<file path="src/verilog/ecrw_consts.svh">
// Purpose: Shared constants for the ECC register command block
// Assumes: Included by bare name from every design file that needs it
// Notes: Opcodes, field positions, reset values and frame counts
`ifndef ECRW_CONSTS_SVH
`define ECRW_CONSTS_SVH

// Instruction codes
`define ECRW_OP_CLEAR 8'hb6
`define ECRW_OP_WRITE 8'hb5
`define ECRW_OP_READ 8'hb3
`define ECRW_OP_WRITE_ENABLE_CMD 8'h06

// Register layout
`define ECRW_REG_W 48
`define ECRW_DIS_BIT 0
`define ECRW_REG_RST 48'h000000000000

// Frame counting
`define ECRW_BYTES_OPC 2'h1
`define ECRW_BYTES_DATA 2'h2
`define ECRW_BYTES_MAX 2'h3
`define ECRW_STEP_SPI 3'h1
`define ECRW_STEP_QPI 3'h4

// Pin sample reset: chip select idles high
`define ECRW_PINS_RST 6'h10

`endif

</file>
<file path="src/verilog/ecrw_pkg.sv">
// Purpose: Types for the ECC register command block
// Assumes: Constants come from ecrw_consts.svh
// Notes: Pin sample struct and frame phase enumeration
`default_nettype none

package ecrw_pkg;

	// One sample of the serial link pins
	typedef struct packed {
		logic sck;
		logic ce_n;
		logic [3:0] io;
	} ecrw_pins_s;

	// Position inside a chip-select frame
	typedef enum logic [1:0] {
		PH_IDLE,
		PH_CMD,
		PH_ARG,
		PH_READ
	} ecrw_phase_e;

endpackage

`default_nettype wire

</file>
<file path="src/verilog/ecrw_sync.sv">
// Purpose: Three-stage pin synchroniser with agreement filter
// Assumes: Inputs are asynchronous to CLK_IN
// Notes: Output changes only when the second and third stages agree
`timescale 1ns/1ps
`default_nettype none

module ecrw_sync #(
	parameter int W = 6,
	parameter logic [W-1:0] RST_VAL = '0
) (
	// Clock and reset
	input wire logic clk_in,
	input wire logic rst_n_in,
	// Data
	input wire logic [W-1:0] d_in,
	output logic [W-1:0] q_out
);

	logic [W-1:0] s1_r;
	logic [W-1:0] s2_r;
	logic [W-1:0] s3_r;
	logic [W-1:0] q_r;
	logic [W-1:0] agree;

	// Bits where the last two stages match may pass
	assign agree = ~(s2_r ^ s3_r);

	// First stage feeds only the second stage
	always_ff @(posedge clk_in or negedge rst_n_in)
	begin
		if (!rst_n_in)
		begin
			s1_r <= RST_VAL;
			s2_r <= RST_VAL;
			s3_r <= RST_VAL;
			q_r <= RST_VAL;
		end
		else
		begin
			s1_r <= d_in;
			s2_r <= s1_r;
			s3_r <= s2_r;
			q_r <= (s3_r & agree) | (q_r & ~agree);
		end
	end

	assign q_out = q_r;

endmodule

`default_nettype wire

</file>
<file path="src/verilog/ecrw_top.sv">
// Purpose: ECC register command handling behind the serial flash pins
// Assumes: SCK well below CLK_IN/8 so every edge is seen after sampling
// Notes: Sticky error bits are set by the correction engine on ERR_SET_IN
`timescale 1ns/1ps
`default_nettype none
`include "ecrw_consts.svh"

// Functional notes
// - Clear instruction zeroes bits 47..1 and keeps the disable bit.
// - A set status bit stays set until a clear instruction runs.
// - Write instruction loads bit 0; one disables correction, zero enables it.
// - Written data above bit 0 is ignored; host sends one data byte.
// - Write instruction needs a prior accepted write enable, else rejected.
// - Register update starts when chip select rises after a valid write frame.
// - Read instruction shifts out 48 bits from bit 7, wrapping after byte six.
// - Accepted write enable command sets the write enable latch.
module ecrw_top (
	// Clock and reset
	input wire logic CLK_IN,
	input wire logic RESETN_IN,
	// Serial link pins
	input wire logic SCK_IN,
	input wire logic CE_N_IN,
	input wire logic [3:0] IO_IN,
	output logic [3:0] IO_OUT,
	output logic [3:0] IO_OE_OUT,
	// Mode and correction engine
	input wire logic QUAD_PERIPHERAL_MODE_IN,
	input wire logic [47:1] ERR_SET_IN,
	// Register state
	output logic [47:0] ECC_REG_OUT,
	output logic CORRECTION_DISABLE_BIT_OUT,
	output logic WRITE_ENABLE_LATCH_OUT
);
	import ecrw_pkg::*;

	logic rst_a_r;
	logic rst_n_r;
	ecrw_pkg::ecrw_pins_s pins_raw;
	ecrw_pkg::ecrw_pins_s pins;
	ecrw_pkg::ecrw_pins_s prev_r;
	ecrw_phase_e phase_r;
	logic quad_r;
	logic [2:0] cnt_r;
	logic [1:0] byte_r;
	logic [7:0] sh_r;
	logic [7:0] opcode_r;
	logic data_bit_r;
	logic wel_r;
	logic [47:0] ecc_r;
	logic [47:0] rd_sr_r;
	logic [3:0] io_q_r;
	logic [3:0] oe_r;

	// Two-flop reset release
	always_ff @(posedge CLK_IN or negedge RESETN_IN)
	begin
		if (!RESETN_IN)
		begin
			rst_a_r <= 1'b0;
			rst_n_r <= 1'b0;
		end
		else
		begin
			rst_a_r <= 1'b1;
			rst_n_r <= rst_a_r;
		end
	end

	// Pins come from the host's clock domain
	assign pins_raw = '{sck: SCK_IN, ce_n: CE_N_IN, io: IO_IN};

	ecrw_sync #(
		.W(6),
		.RST_VAL(`ECRW_PINS_RST)
	) u_sync (
		.clk_in(CLK_IN),
		.rst_n_in(rst_n_r),
		.d_in(pins_raw),
		.q_out(pins)
	);

	// Edge decode on filtered pins
	wire sck_rise = pins.sck & ~prev_r.sck & ~pins.ce_n;
	wire sck_fall = ~pins.sck & prev_r.sck & ~pins.ce_n;
	wire cs_fall = ~pins.ce_n & prev_r.ce_n;
	wire cs_rise = pins.ce_n & ~prev_r.ce_n;

	// Bit carrying differs only in lane count between modes
	wire [2:0] step = quad_r ? `ECRW_STEP_QPI : `ECRW_STEP_SPI;
	wire [7:0] sh_nxt = quad_r ? {sh_r[3:0], pins.io} : {sh_r[6:0], pins.io[0]};
	wire [2:0] cnt_nxt = cnt_r + step;
	wire byte_done = sck_rise && (phase_r != PH_IDLE) && (cnt_nxt == 3'h0);
	wire opc_done = byte_done && (byte_r == 2'h0);
	wire data_done = byte_done && (byte_r == `ECRW_BYTES_OPC);
	wire [1:0] byte_nxt = (byte_r == `ECRW_BYTES_MAX) ? byte_r : byte_r + 2'h1;

	// Frame end decode; partial bytes fail the alignment check
	wire aligned = (cnt_r == 3'h0);
	wire exec_write_enable_cmd = cs_rise && aligned && (byte_r == `ECRW_BYTES_OPC)
		&& (opcode_r == `ECRW_OP_WRITE_ENABLE_CMD);
	wire exec_clear = cs_rise && aligned && (byte_r == `ECRW_BYTES_OPC)
		&& (opcode_r == `ECRW_OP_CLEAR);
	wire exec_write = cs_rise && aligned && (byte_r >= `ECRW_BYTES_DATA)
		&& (opcode_r == `ECRW_OP_WRITE) && wel_r;

	// Read image: byte 0 leaves first, each byte MSB first
	logic [47:0] rd_load;
	always_comb
	begin
		rd_load = '0;
		for (int i = 0; i < 6; i++)
			rd_load[47 - 8 * i -: 8] = ecc_r[8 * i +: 8];
	end
	wire [47:0] rd_rot = quad_r ? {rd_sr_r[43:0], rd_sr_r[47:44]}
		: {rd_sr_r[46:0], rd_sr_r[47]};

	// Frame tracking and input shifting
	always_ff @(posedge CLK_IN or negedge rst_n_r)
	begin
		if (!rst_n_r)
		begin
			prev_r <= `ECRW_PINS_RST;
			phase_r <= PH_IDLE;
			quad_r <= 1'b0;
			cnt_r <= 3'h0;
			byte_r <= 2'h0;
			sh_r <= 8'h00;
			opcode_r <= 8'h00;
			data_bit_r <= 1'b0;
		end
		else
		begin
			prev_r <= pins;
			if (cs_fall)
			begin
				phase_r <= PH_CMD;
				quad_r <= QUAD_PERIPHERAL_MODE_IN;
				cnt_r <= 3'h0;
				byte_r <= 2'h0;
			end
			else if (cs_rise)
				phase_r <= PH_IDLE;
			else if (sck_rise && phase_r != PH_IDLE)
			begin
				sh_r <= sh_nxt;
				cnt_r <= cnt_nxt;
				if (byte_done)
					byte_r <= byte_nxt;
				if (opc_done)
				begin
					opcode_r <= sh_nxt;
					phase_r <= (sh_nxt == `ECRW_OP_READ) ? PH_READ : PH_ARG;
				end
				if (data_done)
					data_bit_r <= sh_nxt[`ECRW_DIS_BIT];
			end
		end
	end

	// Write enable latch, consumed by an executed write
	always_ff @(posedge CLK_IN or negedge rst_n_r)
	begin
		if (!rst_n_r)
			wel_r <= 1'b0;
		else if (exec_write_enable_cmd)
			wel_r <= 1'b1;
		else if (exec_write)
			wel_r <= 1'b0;
	end

	// Status bits: a new error beats a clear in the same cycle
	always_ff @(posedge CLK_IN or negedge rst_n_r)
	begin
		if (!rst_n_r)
			ecc_r <= `ECRW_REG_RST;
		else
		begin
			ecc_r[47:1] <= (exec_clear ? 47'h0 : ecc_r[47:1]) | ERR_SET_IN;
			if (exec_write)
				ecc_r[`ECRW_DIS_BIT] <= data_bit_r;
		end
	end

	// Read shifter drives on falling SCK so data is stable at the host's rise
	always_ff @(posedge CLK_IN or negedge rst_n_r)
	begin
		if (!rst_n_r)
		begin
			rd_sr_r <= 48'h0;
			io_q_r <= 4'h0;
			oe_r <= 4'h0;
		end
		else if (cs_rise || cs_fall)
			oe_r <= 4'h0;
		else if (opc_done)
			rd_sr_r <= rd_load;
		else if (sck_fall && phase_r == PH_READ)
		begin
			io_q_r <= quad_r ? rd_sr_r[47:44] : {2'h0, rd_sr_r[47], 1'b0};
			oe_r <= quad_r ? 4'hf : 4'h2;
			rd_sr_r <= rd_rot;
		end
	end

	// Outputs
	assign IO_OUT = io_q_r;
	assign IO_OE_OUT = oe_r;
	assign ECC_REG_OUT = ecc_r;
	assign CORRECTION_DISABLE_BIT_OUT = ecc_r[`ECRW_DIS_BIT];
	assign WRITE_ENABLE_LATCH_OUT = wel_r;

	// Checks tied to the command effects
	a_clear_zeroes: assert property (@(posedge CLK_IN) disable iff (!rst_n_r)
		exec_clear |=> (ecc_r[47:1] == $past(ERR_SET_IN)) && (ecc_r[0] == $past(ecc_r[0])))
		else $error("Clear did not zero status bits");

	a_sticky_hold: assert property (@(posedge CLK_IN) disable iff (!rst_n_r)
		!exec_clear |=> ((ecc_r[47:1] & $past(ecc_r[47:1])) == $past(ecc_r[47:1])))
		else $error("Status bit dropped without clear");

	a_write_loads: assert property (@(posedge CLK_IN) disable iff (!rst_n_r)
		exec_write |=> (ecc_r[0] == $past(data_bit_r)))
		else $error("Write did not load disable bit");

	a_upper_ignored: assert property (@(posedge CLK_IN) disable iff (!rst_n_r)
		(exec_write && !exec_clear) |=>
			(ecc_r[47:1] == ($past(ecc_r[47:1]) | $past(ERR_SET_IN))))
		else $error("Write touched status bits");

	a_needs_wel: assert property (@(posedge CLK_IN) disable iff (!rst_n_r)
		(cs_rise && opcode_r == `ECRW_OP_WRITE && !wel_r) |=> $stable(ecc_r[0]))
		else $error("Write accepted without write enable");

	a_update_at_rise: assert property (@(posedge CLK_IN) disable iff (!rst_n_r)
		!$stable(ecc_r[0]) |-> $past(cs_rise) && $past(opcode_r) == `ECRW_OP_WRITE)
		else $error("Disable bit changed outside frame end");

	a_wel_sets: assert property (@(posedge CLK_IN) disable iff (!rst_n_r)
		exec_write_enable_cmd |=> wel_r ##1 (wel_r || $past(exec_write)))
		else $error("Write enable latch not set");

	a_short_frame: assert property (@(posedge CLK_IN) disable iff (!rst_n_r)
		(cs_rise && (cnt_r != 3'h0 || byte_r < `ECRW_BYTES_DATA)) |-> !exec_write)
		else $error("Short write frame executed");

	a_read_wrap: assert property (@(posedge CLK_IN) disable iff (!rst_n_r)
		(sck_fall && phase_r == PH_READ && !quad_r) |=> (rd_sr_r == {$past(rd_sr_r[46:0]),
			$past(rd_sr_r[47])}) && (io_q_r[1] == $past(rd_sr_r[47])))
		else $error("Read shifter did not rotate");

	a_quad_lanes: assert property (@(posedge CLK_IN) disable iff (!rst_n_r)
		(sck_rise && phase_r != PH_IDLE && quad_r) |=> (sh_r[3:0] == $past(pins.io)))
		else $error("Quad lanes not shifted together");

endmodule

`default_nettype wire

</file>
<file path="config.mk">
export PLATFORM = sky130hd
export DESIGN_NAME = ecrw_top
export DESIGN_NICKNAME = d
export VERILOG_FILES = /design/src/verilog/ecrw_pkg.sv /design/src/verilog/ecrw_sync.sv /design/src/verilog/ecrw_top.sv
export VERILOG_INCLUDE_DIRS = /design/src /design/src/verilog
export SDC_FILE = /design/constraint.sdc
export NUM_CORES = 1
export LEC_CHECK = 0
export BUFFER_PORTS_ARGS = -buffer_cell sky130_fd_sc_hd__clkbuf_2
export CORE_ASPECT_RATIO = 0.8
export CORE_UTILIZATION = 51
export CTS_CLUSTER_SIZE = 25
export DETAILED_ROUTE_END_ITERATION = 7
export HOLD_SLACK_MARGIN = 0.02
export PLACE_DENSITY_LB_ADDON = 0.05
export SLEW_MARGIN = 20
export SYNTH_ARGS = -nofsm -noshare
export SYNTH_HDL_FRONTEND = slang
export SYNTH_HIERARCHICAL = 1
export SYNTH_SLANG_ARGS = --single-unit
</file>
<file path="constraint.sdc">
create_clock -name CLK_IN -period 4.6 [get_ports CLK_IN]
set_input_delay 0.92 -clock CLK_IN [delete_from_list [all_inputs] [get_ports CLK_IN]]
set_output_delay 0.92 -clock CLK_IN [all_outputs]
set_load 0.005 [all_outputs]
</file>
# Word level (Yosys, flattened, before mapping)
# Index checks and enable logic that the tools add are counted.
[totals] register_bits=157
[op_classes] addsub=2 magnitude_cmp=1 eq_ne=10 muxes=26 bitwise=21 reduce_logical=33
[ops] op="two-way mux 48 bit" n=3
[ops] op="two-way mux 47 bit" n=1
[ops] op="bitwise OR 47 bit" n=1
[ops] op="== test 8 bit (second input constant)" n=3
[ops] op="two-way mux 4 bit" n=5
[ops] op="two-way mux 2 bit" n=9
[ops] op="AND 6 bit" n=2
[ops] op="logical AND 1 bit" n=12
[ops] op="two-way mux 3 bit" n=4
[ops] op="NOT 6 bit" n=2
[ops] op="AND reduction 4 bit" n=3
[ops] op="nonzero test 2 bit" n=6
[ops] op="== test 8 x 3 -> 1 bit (second input constant)" n=1
[ops] op="two-way mux 8 bit" n=1
[ops] op="NOT 1 bit" n=8
[ops] op="AND reduction 2 bit" n=4
[ops] op="AND 1 bit" n=6
[ops] op="logical NOT 3 bit" n=2
[ops] op="bitwise OR 6 bit" n=1
[ops] op="AND reduction 3 bit" n=2
[ops] op="nonzero test 3 bit" n=2
[ops] op="bitwise XOR 6 bit" n=1
[ops] op="== test 2 bit (second input constant)" n=2
[ops] op="inequality test 2 bit (second input constant)" n=2
[ops] op="8 further kinds" n=10

# Longest topological paths before layout
# Gate-level depths: netlist (run 1).
[depth] ltp_word=10 depth_mapped=11

# Modules after synthesis
# Netlist (run 1), hierarchy kept.
[modules_own_cells] module="ecrw_top" instances=1 cells_each=497 area_per_inst_um2=6007.0 seq_area_each_um2=3279.4
[modules_own_cells] module="ecrw_sync" instances=1 cells_each=30 area_per_inst_um2=673.1 seq_area_each_um2=605.6

# Worst setup path before layout (run 1)
# Ideal clock, no wire load.
[synth_path] path_type="register to register" from="register quad_r" to="register rd_sr_r[37]" arrival_time_ns=2.864 required_time_ns=4.479 slack_ns=1.615 stages_incl_launch_ff=12 n_path_buf=4 cell_sequence="dfrtp_1 buf_2 buf_1 inv_1 ha_1 ha_1 or3b_2 nor4_4 o21ai_1 buf_2 buf_2 a22o_1"
[synth_between] elab_chain_len=7 word_cells_on_any_way=10 cone_classes="1 x add/sub; 4 x mux; 5 x reduce/logical"
[synth_rtl] item="start: declaration" line_no="ecrw_top.sv:43" rtl="logic quad_r;"
[synth_rtl] item="start signal: assignment" line_no="ecrw_top.sv:125" rtl="quad_r <= 1'b0;"
[synth_rtl] item="start signal: assignment" line_no="ecrw_top.sv:138" rtl="quad_r <= QUAD_PERIPHERAL_MODE_IN;"
[synth_rtl] item="two-way mux 3 bit (no source line)"
[synth_rtl] item="adder 3 bit" line_no="ecrw_top.sv:92" rtl="wire [2:0] cnt_nxt = cnt_r + step;"
[synth_rtl] item="logical NOT 3 bit" line_no="ecrw_top.sv:93" rtl="wire byte_done = sck_rise && (phase_r != PH_IDLE) && (cnt_nxt == 3'h0);"
[synth_rtl] item="logical AND 1 bit" line_no="ecrw_top.sv:93"
[synth_rtl] item="logical AND 1 bit" line_no="ecrw_top.sv:94" rtl="wire opc_done = byte_done && (byte_r == 2'h0);"
[synth_rtl] item="nonzero test 2 bit (no source line)"
[synth_rtl] item="AND reduction 2 bit (no source line)"
[synth_rtl] item="end signal: assignment" line_no="ecrw_top.sv:197" rtl="rd_sr_r <= rd_load;"
[synth_rtl] item="end signal: assignment" line_no="ecrw_top.sv:202" rtl="rd_sr_r <= rd_rot;"
[synth_rtl] item="end: declaration" line_no="ecrw_top.sv:51" rtl="logic [47:0] rd_sr_r;"
# Several ways; a longest one is shown, not always the timed one. The select of a mux whose other input is x is not followed.
# A chain may end at the register's enable or synchronous reset.

# Worst setup path after layout (run 1)
[layout_path] from="register quad_r" to="register rd_sr_r[18]"
# Same word-level chain as after synthesis.

==> qor.yml, run 1 <==
setup_path:
  startpoint_type: "register"
  cpLargestDelayFamily: "simple AND/OR/NAND/NOR gates"
  slowest_stage: "or3b_2"
  critPathMaxStageDelay_ns: 0.51
  cp.required_ns: 4.90
  path_buf_inv: 3
  cp_cell_sequence: "inv_1 > ha_1 > ha_1 > or3b_2 > nor4_4 > o21ai_4 > buf_8 > buf_8 > a22o_1"
  endpoint_kind: "register"
  worstPathMaxFanout: 17
  path_class: "reg -> reg"
  arrival_ns: 3.31
synth:
  synth-seq-area-share_pct: 58.2
  yosysWarnings: 6
  async_flop_share_pct: 100
  synthCells: 527
  synthFlopType: "dfrtp_1"
  syn_area_per_cell_um2: 12.7
  synth_edf_count: 0
  synth_nets: 592
  ys_ff_latch: 155
  synth_top_area_share_pct: 56.2
  synth_area_leaders: "dfrtp_1 56%, mux2i_1 8.1%, a22o_1 6.3%, o2bb2ai_1 6.3%, a21o_1 5.5%"
  yosysTopAreaCell: "dfrtp_1"
  synth.cell_area_mm2: 0.00668
  synth_cell_types: 48
layout:
  fin_area_mm2: 0.00798
  final_common_cell: "dfrtp_1"
  num_antenna_cells: 0
  multi_input_area_mm2: 0.00260
  final_layout_size_suffix_gt1_share_pct: 27.6
  mostFrequentLayoutCells: "148 x dfrtp_1, 113 x clkbuf_2, 54 x mux2i_1"
  fin_nets: 690
  fill_cells: 1035
  area.sequential_mm2: 0.00389
  area_growth_syn_to_layout_pct: 19.4
grt:
  antenna_found_initial: 0
  grt_pass1_vias: 4473
  grt_remaining_overflow: 0
  gr-usage-all-layers_pct: 23.1
  grt_pass1_wl_um: 23700
  grt_max_degree: 107
clocking:
  clkSlewWorstSetupHoldPaths_ns: 0.06
  cts_hold_buffers: 0
  clk_latency_ns: 0.42
  cts.sinks: 155
  cts_made_buffers: 17
  htree_levels: 4
  post_cts_buffers: 0
  cts_resized: 0
  cts.path.max_buffers: 2
  cts_tree: "yes"
  clockRootBuffer: "clkbuf_16"
sta:
  fin_crit_sh_pct: 65.3
  fmax_ghz: 0.333
  finalMaxSlewViolations: 0
  tightestPinTransition_ns: 1.01
  relSlewSlack_pct: 32.2
  rsz0062_at_grt: "no"
  finalSetupTns_ns: 0
  final_hold_viol_count: 0
  min_period_ns: 3.01
  finalSetupViolations: 0
  finalClockSkew_ns: 0.00974
detailed_routing:
  wl_um: 14300
  drt_iter0_drc: 352
  antenna_left: 0
  vias: 4620
  first_pass_iters: 4
  vias_per_cell: 5.68
  avgRoutedWirePerCell_um: 17.6
  drc: 0
run:
  maxCapViolCount: 0
floorplan:
  start_util_pct: 52.1
  rows: 37
  die_area_mm2: 0.0136
  die-width_um: 130
  die_h_um: 104
  core_mm2: 0.0128
  num_io_pins: 114
placed_design:
  place_hpwl_um: 9470
  gp_congestion: 0.804
  place_area_mm2: 0.00739
  port_buffers: 113
worst_hold_path:
  worstHoldPathType: "in -> async"
pwr:
  peakVddDrop_v: 0.000292
  p_per_area_mw_per_mm2: 509
  total_power_uw: 4060
  p_leak_uw: 0.00346
run_status:
  status: "finished, final reports clean"
## synth_stat cells (all sizes together) (2+ instances only)
cell,count
a22o,48
nor2,13
or3,2
nor3b,2
a32o,3
a21oi,16
ha,9
nand4,2
nor3,5
and2,2
o21ai,10
o2bb2ai,48
nor4,3
nand3,5
buf,15
mux2,4
a21o,49
nand2,19
maj3,6
dfstp,5
inv,9
or3b,2
mux2i,54
clkbuf,26
dfrtp,150
a21boi,2
## final cells by class
| type | count | area share, % |
|---|---|---|
| multi-input combinational | 322 | 32.6 |
| inverter | 9 | 0.423 |
| clock buffer | 27 | 6.68 |
| timing repair buffer | 120 | 8.09 |
| clock inverter | 5 | 0.690 |
| sequential | 155 | 48.8 |
| tap | 175 | 2.74 |
## kinds of logic after synthesis
group,Yosys count,share of synthesized area (%)
multiplexers,58,8.77
flip-flops,155,58.2
XOR/XNOR,1,0.356
buffers and inverters,50,3.20
AO/OA/AOI/OAI,184,21.7
other,1,0.0561
AND/OR/NAND/NOR,63,5.09
adder cells (fa/ha/maj),15,2.70
## report_power, final
part | internal [uW] | switching [uW] | total [uW] | leakage [uW]
clock | 844 | 520 | 1360 | 0.000286
combinational | 408 | 373 | 781 | 0.00139
sequential | 1650 | 265 | 1910 | 0.00179
total | 2900 | 1160 | 4060 | 0.00346
## metal layers
layer	track usage, %	vias to the layer above	routed length [um]	share of wire [%]
met2	32.3	143	6350	44
met3	5.92	11	730	5.1
met1	34.9	2286	7140	50
met4	7.23	0	121	0.84
met5	0	-	0	0
li1	-	2180	-	-
## final timing paths
check,startpoint,endpoint,slack [ns],depth (start not counted)
min in group CLK_IN,u_sync/s1_r[0]$_DFF_PN0_,u_sync/s2_r[0]$_DFF_PN0_,0.35,0
min,RESETN_IN,rst_n_r$_DFF_PN0_,0.28,1
max in group asynchronous,rst_n_r$_DFF_PN0_,quad_r$_DFFE_PN0P_,3.24,1
min reg2reg,rst_n_r$_DFF_PN0_,async pin,0.34,0
max reg2reg,quad_r$_DFFE_PN0P_,rd_sr_r[18]$_DFFE_PN0P_,1.59,9
max,quad_r$_DFFE_PN0P_,rd_sr_r[18]$_DFFE_PN0P_,1.59,9
## flip-flops by register name, summed over array words and instances (netlist names), named ones only
register	count
ECC_REG_OUT	48
rd_sr_r	48
opcode_r	8
sh_r	7
u_sync/s1_r	6
u_sync/s2_r	6
u_sync/s3_r	6
IO_OUT	4
cnt_r	3
IO_OE_OUT	2
byte_r	2
phase_r	2
prev_r	2
WRITE_ENABLE_LATCH_OUT	1
data_bit_r	1
quad_r	1
rst_a_r	1
rst_n_r	1
## through the flow
stage / utilization (%) / hold WS (ns) / std cells / worst slack (ns)
detailed placement: 57.6 / 0.338 / 781 / 1.60
floorplan: - / 0.331 / 527 / 1.62
global placement: 57.4 / 0.332 / 779 / 1.76
finish: 62.2 / 0.276 / 813 / 1.59
CTS: 62.2 / 0.261 / 813 / 1.58
global route: 62.2 / 0.253 / 813 / 1.36
(Power assumes the default switching activity.)
==> run 2, diff against run 1 <==
==> constraint.sdc (replaced) <==
create_clock -name CLK_IN -period 3 [get_ports CLK_IN]
set_input_delay 0.6 -clock CLK_IN [delete_from_list [all_inputs] [get_ports CLK_IN]]
set_output_delay 0.6 -clock CLK_IN [all_outputs]
set_load 0.005 [all_outputs]
==> run 2 against run 1 <==
Against the previous run: worst setup slack got worse by 1.3 ns; utilization rose by 1.2 points; power is 62% higher; final cell count grew 0.86%; cell area up 2.0%; sequential power increased by 53%; critical path depth fell by 2; routed wire length grew 0.73%; largest power group unchanged.
==> qor.yml, run 2 (synthesis gave the netlist of run 1 again) <==
setup_path:
  r2r-start: "quad_r$_DFFE_PN0P_"
  cp_cell_sequence: "inv_1 > ha_1 > ha_1 > or3b_2 > nor4_4 > and2_1 > mux2_2"
  path_class: "reg -> reg"
  crit_top_cell: "ha_1"
  worstPathMaxFanout: 8  # -9
  reg2reg_slack_ns: 0.31  # -1.28 ns
  r2r_cells: 7  # -2
  arrival_ns: 3.00  # -0.31 ns
  slowest_stage: "or3b_2"
  startpoint_type: "register"
  cp.required_ns: 3.32  # -1.58 ns
  cpLargestDelayFamily: "simple AND/OR/NAND/NOR gates"
  reg2reg_to: "opcode_r[0]$_DFFE_PN0P_"
  endpoint_kind: "register"
  path_buf_inv: 1  # -2
  critPathMaxStageDelay_ns: 0.50  # about the same
grt:
  gr-usage-all-layers_pct: 23.4  # +0.29 points
  grt_pass1_wl_um: 23900  # +1.0%
  antenna_found_initial: 0  # unchanged
  grt_max_degree: 95  # -11%
  grt_pass1_vias: 4533  # +1.3%
  grt_remaining_overflow: 0  # unchanged
placed_design:
  port_buffers: 113  # unchanged
  gp_congestion: 0.792  # -1.5%
  place_hpwl_um: 9580  # +1.1%
layout:
  fin_nets: 697  # +1.0%
  final_common_cell: "dfrtp_1"
  mostFrequentLayoutCells: "148 x dfrtp_1, 113 x clkbuf_2, 54 x mux2i_1"
  area_growth_syn_to_layout_pct: 21.8
  num_antenna_cells: 0  # unchanged
  final_layout_size_suffix_gt1_share_pct: 28.7  # +1.1 points
  fill_cells: 1035  # unchanged
  fin_util_pct: 63.5  # +1.2 points
sta:
  finalMaxSlewViolations: 0  # unchanged
  finalSetupViolations: 0  # unchanged
  tightestPinTransition_ns: 0.987  # -0.0268 ns
  fmax_ghz: 0.372  # +12%
  relSlewSlack_pct: 34.2  # +2.0 points
  final_hold_viol_count: 0  # unchanged
  finalSetupTns_ns: 0  # unchanged
  finalClockSkew_ns: 0.0108  # +0.00104 ns
  min_period_ns: 2.69  # -0.320 ns
  fin_crit_sh_pct: 89.5  # +24 points
  rsz0062_at_grt: "no"
clocking:
  clk_latency_ns: 0.43  # about the same
  cts_made_buffers: 17  # unchanged
  cts.path.max_buffers: 2  # unchanged
  cts_resized: 0  # unchanged
  cts_tree: "yes"
  htree_levels: 4  # unchanged
  clockRootBuffer: "clkbuf_16"
  post_cts_buffers: 0  # unchanged
  cts.sinks: 155  # unchanged
  clkSlewWorstSetupHoldPaths_ns: 0.07  # about the same
pwr:
  switchingPower_uw: 1830  # +58%
  p_comb_share_pct: 18.3  # -1.0 points
  p_clk_share_pct: 37.1  # +3.5 points
  p_seq_share_pct: 44.5  # -2.6 points
  peakVddDrop_v: 0.000412  # +41%
  p_int_uw: 4750  # +64%
  p_per_area_mw_per_mm2: 809  # +59%
  p_leak_uw: 0.00354  # +2.4%
  swShare_pct: 27.9  # -0.66 points
worst_hold_path:
  holdPathStages: 1
  hold_end: "u_sync/s1_r[4]$_DFF_PN1_"
  hp-start: "CE_N_IN"
  worstHoldPathType: "in -> reg"
floorplan:
  die-width_um: 130  # unchanged
  start_util_pct: 52.1  # unchanged
  rows: 37  # unchanged
  die_area_mm2: 0.0136  # unchanged
  die_h_um: 104  # unchanged
  num_io_pins: 114  # unchanged
  core_mm2: 0.0128  # unchanged
detailed_routing:
  antenna_left: 0  # unchanged
  wl_um: 14400  # +0.73%
  avgRoutedWirePerCell_um: 17.6  # -0.13%
  drt_iter0_drc: 332  # -5.7%
  vias_per_cell: 5.72  # +0.63%
  drc: 0  # unchanged
  first_pass_iters: 4  # unchanged
  vias: 4689  # +1.5%
run:
  maxCapViolCount: 0  # unchanged
run_status:
  status: "finished, final reports clean"
-- run 2: changes by cell type in the layout (fill, tap and decap cells not counted) --
| cell | previous run | this run |
|---|---|---|
| buf_16 | 0 | 1 |
| buf_4 | 4 | 10 |
| buf_8 | 2 | 1 |
| bufinv_16 | 1 | 6 |
| clkbuf_1 | 3 | 0 |
| clkbuf_8 | 7 | 1 |
| clkinv_4 | 0 | 3 |
| clkinvlp_4 | 2 | 1 |
| dlygate4sd3_1 | 0 | 1 |
| inv_6 | 0 | 2 |
-- run 2: power by group through the flow --
stage	registers, uW	logic (uW)	clock network (uW)
6_report	2930	1210	2440
3_3_place_gp	2950	1160	0
3_5_place_dp	2960	1210	0
5_1_grt	3000	1340	2590
4_1_cts	2930	1220	2490
2_1_floorplan	2840	955	0
-- run 2: worst reg2reg max path, cell delays in order (launching register included) --
cell and delay [ns]:
dfrtp_4 0.47, inv_1 0.13, ha_1 0.17, ha_1 0.25, or3b_2 0.50, nor4_4 0.31
and2_1 0.38, mux2_2 0.37
-- run 2: layout make-up --
type	count	area, um^2	area share [%]
multi-input combinational	322	2600	31.9
inverter	9	33.8	0.415
clock inverter	14	241	2.97
clock buffer	18	439	5.40
tap	175	219	2.69
timing repair buffer	127	713	8.76
sequential	155	3890	47.8
-- run 2: through the flow --
step	power, uW	hold WS, ns	instances	area, um^2	worst slack (ns)
3_5_place_dp	4170	0.325	787	7450	0.318
2_1_floorplan	3790	0.304	527	6680	0.0154
6_report	6580	0.256	820	8140	0.314
3_3_place_gp	4110	0.316	785	7400	0.376
4_1_cts	6630	0.233	820	8140	0.312
5_1_grt	6920	0.229	820	8140	0.254
-- run 2: timing repair --
item	in CTS	in global routing
endpoints found under the hold margin	2	0
setup endpoints to repair	0	0
hold buffers	1	0
-- run 2: worst max path at each step --
stage / startpoint / endpoint / slack, ns / cells after the start
6_report: quad_r$_DFFE_PN0P_ / opcode_r[0]$_DFFE_PN0P_ / 0.31 / 7
5_1_grt: quad_r$_DFFE_PN0P_ / opcode_r[0]$_DFFE_PN0P_ / 0.25 / 7
4_1_cts: quad_r$_DFFE_PN0P_ / opcode_r[0]$_DFFE_PN0P_ / 0.31 / 7
3_5_place_dp: quad_r$_DFFE_PN0P_ / opcode_r[0]$_DFFE_PN0P_ / 0.32 / 7
3_3_place_gp: quad_r$_DFFE_PN0P_ / rd_sr_r[19]$_DFFE_PN0P_ / 0.38 / 7
2_1_floorplan: quad_r$_DFFE_PN0P_ / rd_sr_r[37]$_DFFE_PN0P_ / 0.02 / 11
-- run 2: metal layers --
metal	track usage (%)	part of all wire, %	routed length, um	up-vias
li1	-	-	-	2187
met1	35.6	51	7400	2352
met2	31.1	42	6110	131
met3	7.00	4.6	661	19
met4	8.80	1.8	266	0
met5	0	0	0	-
==> run 3, diff against run 2 <==
--- a/config.mk
+++ b/config.mk
@@ -16,5 +16,4 @@
 export SLEW_MARGIN = 20
 export SYNTH_ARGS = -nofsm -noshare
 export SYNTH_HDL_FRONTEND = slang
-export SYNTH_HIERARCHICAL = 1
 export SYNTH_SLANG_ARGS = --single-unit
==> run 3 against run 2 <==
Against the previous run: critical path depth is 2 higher; routed wire length is 0.51% lower; synthesized area is 0.77% higher; critical path type unchanged; combinational power hardly changed; fmax is 4.8% higher; global-route usage is 0.66 points lower; highest routed layer unchanged.
==> qor.yml, run 3 <==
grt:
  grt_use_met3_pct: 6.04  # -0.95 points
  grt_remaining_overflow: 0  # unchanged
  grt_most_used_layer: "met1"
  antenna_found_initial: 0  # unchanged
  grt_max_degree: 75  # -21%
  grt_pass1_vias: 4473  # -1.3%
  gr-usage-all-layers_pct: 22.7  # -0.66 points
  grt_pass1_wl_um: 23500  # -1.7%
  use_met2_pct: 32.4  # +1.4 points
  grt_use_met1_pct: 33.6  # -1.9 points
detailed_routing:
  antenna_left: 0  # unchanged
  vias: 4615  # -1.6%
  wl_um: 14400  # -0.51%
  avgRoutedWirePerCell_um: 17.6  # about the same
  vias_per_cell: 5.66  # -1.1%
  drt_iter0_drc: 330  # -0.60%
  first_pass_iters: 4  # unchanged
  drc: 0  # unchanged
synth:
  synth_compound_area_share_pct: 21.7  # +0.039 points
  synthSimpleGateAreaFrac_pct: 4.72  # -0.37 points
  synth-xor-area-share_pct: 0.335  # -0.021 points
  synthCells: 530  # +0.57%
  synthFlopType: "dfrtp_1"
  synth.cell_area_mm2: 0.00673  # +0.77%
  synth_top_family_by_area: "compound AO/OA/AOI/OAI gates"
  muxShareOfSynthArea_pct: 9.07  # +0.30 points
  syn_area_per_cell_um2: 12.7  # +0.20%
  synth-seq-area-share_pct: 57.7  # -0.44 points
  ys_ff_latch: 155  # unchanged
  yosysTopAreaCell: "dfrtp_1"
  synth_nets: 595  # +0.51%
  synth_common_cells: "150 x dfrtp_1, 55 x mux2i_1, 48 x a22o_1, 48 x o2bb2ai_1, 47 x a21o_1"
  yosysWarnings: 0  # -6
  async_flop_share_pct: 100  # unchanged
  synth_cell_types: 47  # -2.1%
  synthAdderAreaFrac_pct: 2.57  # -0.13 points
  synth_most_common_cell: "dfrtp_1"
  synth_area_leaders: "dfrtp_1 56%, mux2i_1 8.2%, a22o_1 6.2%, o2bb2ai_1 6.2%, a21o_1 5.2%"
  synth_edf_count: 0  # unchanged
  synth_top_area_share_pct: 55.8  # -0.43 points
layout:
  mostFrequentLayoutCells: "148 x dfrtp_1, 113 x clkbuf_2, 55 x mux2i_1"
  area.sequential_mm2: 0.00389  # unchanged
  fin_util_pct: 62.4  # -1.1 points
  final_layout_size_suffix_gt1_share_pct: 26.7  # -2.0 points
  final_common_cell: "dfrtp_1"
  area_growth_syn_to_layout_pct: 19.2
  num_antenna_cells: 0  # unchanged
  fill_cells: 1045  # +0.97%
  multi_input_area_mm2: 0.00260  # about the same
  fin_nets: 693  # -0.57%
sta:
  finalWorstSetupSlack_ns: 0.438  # +0.124 ns
  finalSetupViolations: 0  # unchanged
  fmax_ghz: 0.390  # +4.8%
  min_period_ns: 2.56  # -0.124 ns
  finalMaxSlewViolations: 0  # unchanged
  finalSetupTns_ns: 0  # unchanged
  final_hold_viol_count: 0  # unchanged
  tightestPinTransition_ns: 1.03  # +0.0448 ns
  finalClockSkew_ns: 0.00662  # -0.00416 ns
  relSlewSlack_pct: 31.2  # -3.0 points
  rsz0062_at_grt: "no"
  fin_crit_sh_pct: 85.4  # -4.1 points
floorplan:
  die_h_um: 105  # +0.38%
  die_area_mm2: 0.0137  # +0.76%
  die-width_um: 130  # +0.38%
  core_mm2: 0.0129  # +0.36%
  num_io_pins: 114  # unchanged
  start_util_pct: 52.3  # +0.21 points
  rows: 37  # unchanged
setup_path:
  cp.required_ns: 3.36  # +0.04 ns
  arrival_ns: 2.92  # -0.08 ns
  worstPathMaxFanout: 37  # +29
  slowest_stage: "dfrtp_4"
  critPathMaxStageDelay_ns: 0.41  # -0.09 ns
  cp_cell_sequence: "inv_1 > ha_1 > ha_1 > nor3b_1 > and4_2 > buf_4 > buf_4 > o2bb2ai_1 > a22o_1"
  cpLargestDelayFamily: "buffers and inverters"
  path_buf_inv: 3  # +2
  path_class: "reg -> reg"
  startpoint_type: "register"
  endpoint_kind: "register"
clocking:
  cts_resized: 0  # unchanged
  cts.sinks: 155  # unchanged
  cts.path.max_buffers: 2  # unchanged
  post_cts_buffers: 0  # unchanged
  clk_latency_ns: 0.42  # about the same
  htree_levels: 4  # unchanged
  cts_made_buffers: 17  # unchanged
  clockRootBuffer: "clkbuf_16"
  clkSlewWorstSetupHoldPaths_ns: 0.06  # about the same
  cts_tree: "yes"
worst_hold_path:
  worstHoldPathType: "in -> reg"
pwr:
  p_comb_share_pct: 19.4  # +1.1 points
  p_per_area_mw_per_mm2: 791  # -2.3%
  swShare_pct: 28.4  # +0.53 points
  total_power_uw: 6340  # -3.6%
  p_leak_uw: 0.00346  # -2.3%
  switchingPower_uw: 1800  # -1.8%
  p_clk_share_pct: 34.4  # -2.7 points
  p_int_uw: 4540  # -4.3%
  p_seq_share_pct: 46.2  # +1.7 points
  peakVddDrop_v: 0.000463  # +12%
run:
  maxCapViolCount: 0  # unchanged
placed_design:
  gp_congestion: 0.800  # +1.0%
  port_buffers: 113  # unchanged
  dp_slack_ns: 0.448  # +0.131 ns
  place_hpwl_um: 9460  # -1.2%
run_status:
  status: "finished, final reports clean"
==> run 3: path summary, 6_finish.rpt <==
kind / endpoint / from / cells after the start / slack, ns
worst min-delay path: u_sync.s1_r[4]$_DFF_PN1_ / CE_N_IN / 1 / 0.26
worst max-delay path: rd_sr_r[22]$_DFFE_PN0P_ / quad_r$_DFFE_PN0P_ / 9 / 0.44
min in group asynchronous: async pin / rst_n_r$_DFF_PN0_ / 0 / 0.37
max in group asynchronous: u_sync.s3_r[4]$_DFF_PN1_ / rst_n_r$_DFF_PN0_ / 1 / 1.74
worst min register to register: u_sync.s2_r[0]$_DFF_PN0_ / u_sync.s1_r[0]$_DFF_PN0_ / 0 / 0.35
worst max register to register: rd_sr_r[22]$_DFFE_PN0P_ / quad_r$_DFFE_PN0P_ / 9 / 0.44
==> run 3: per-stage QoR <==
step	hold slack, ns	cells	area, um^2
finish	0.263	816	8030
global route	0.242	816	8030
CTS	0.247	816	8030
detailed placement	0.337	783	7420
global placement	0.333	782	7390
floorplan	0.304	530	6730
==> run 3: timing repair <==
item,CTS,global route
setup endpoints to repair,0,0
endpoints found under the hold margin,2,0
hold buffers,1,0
==> run 3: power by group through the flow <==
stage                     logic [uW]  clock network (uW)  registers (uW)
final                           1230                2180            2930
after CTS                       1240                2230            2930
after detailed placement        1230                   0            2960
after global routing            1360                2330            2990
after floorplan                  978                   0            2840
after global placement          1180                   0            2940
==> run 3: layout make-up <==
| class | count | area share [%] |
|---|---|---|
| sequential | 155 | 48.5 |
| multi-input combinational | 321 | 32.4 |
| timing repair buffer | 123 | 8.42 |
| clock buffer | 24 | 6.00 |
| tap | 175 | 2.73 |
| clock inverter | 8 | 1.47 |
| inverter | 10 | 0.468 |
==> run 3: cell families after synthesis <==
group	after synthesis
multiplexers	60
XOR/XNOR	1
flip-flops	155
adder cells (fa/ha/maj)	15
buffers and inverters	54
AO/OA/AOI/OAI	189
other	1
AND/OR/NAND/NOR	55
==> run 3: metal layers <==
| metal | share of wire [%] | routed length, um |
|---|---|---|
| met2 | 45 | 6500 |
| met1 | 49 | 7070 |
| met4 | 0.95 | 136 |
| met3 | 4.6 | 661 |
| met5 | 0 | 0 |
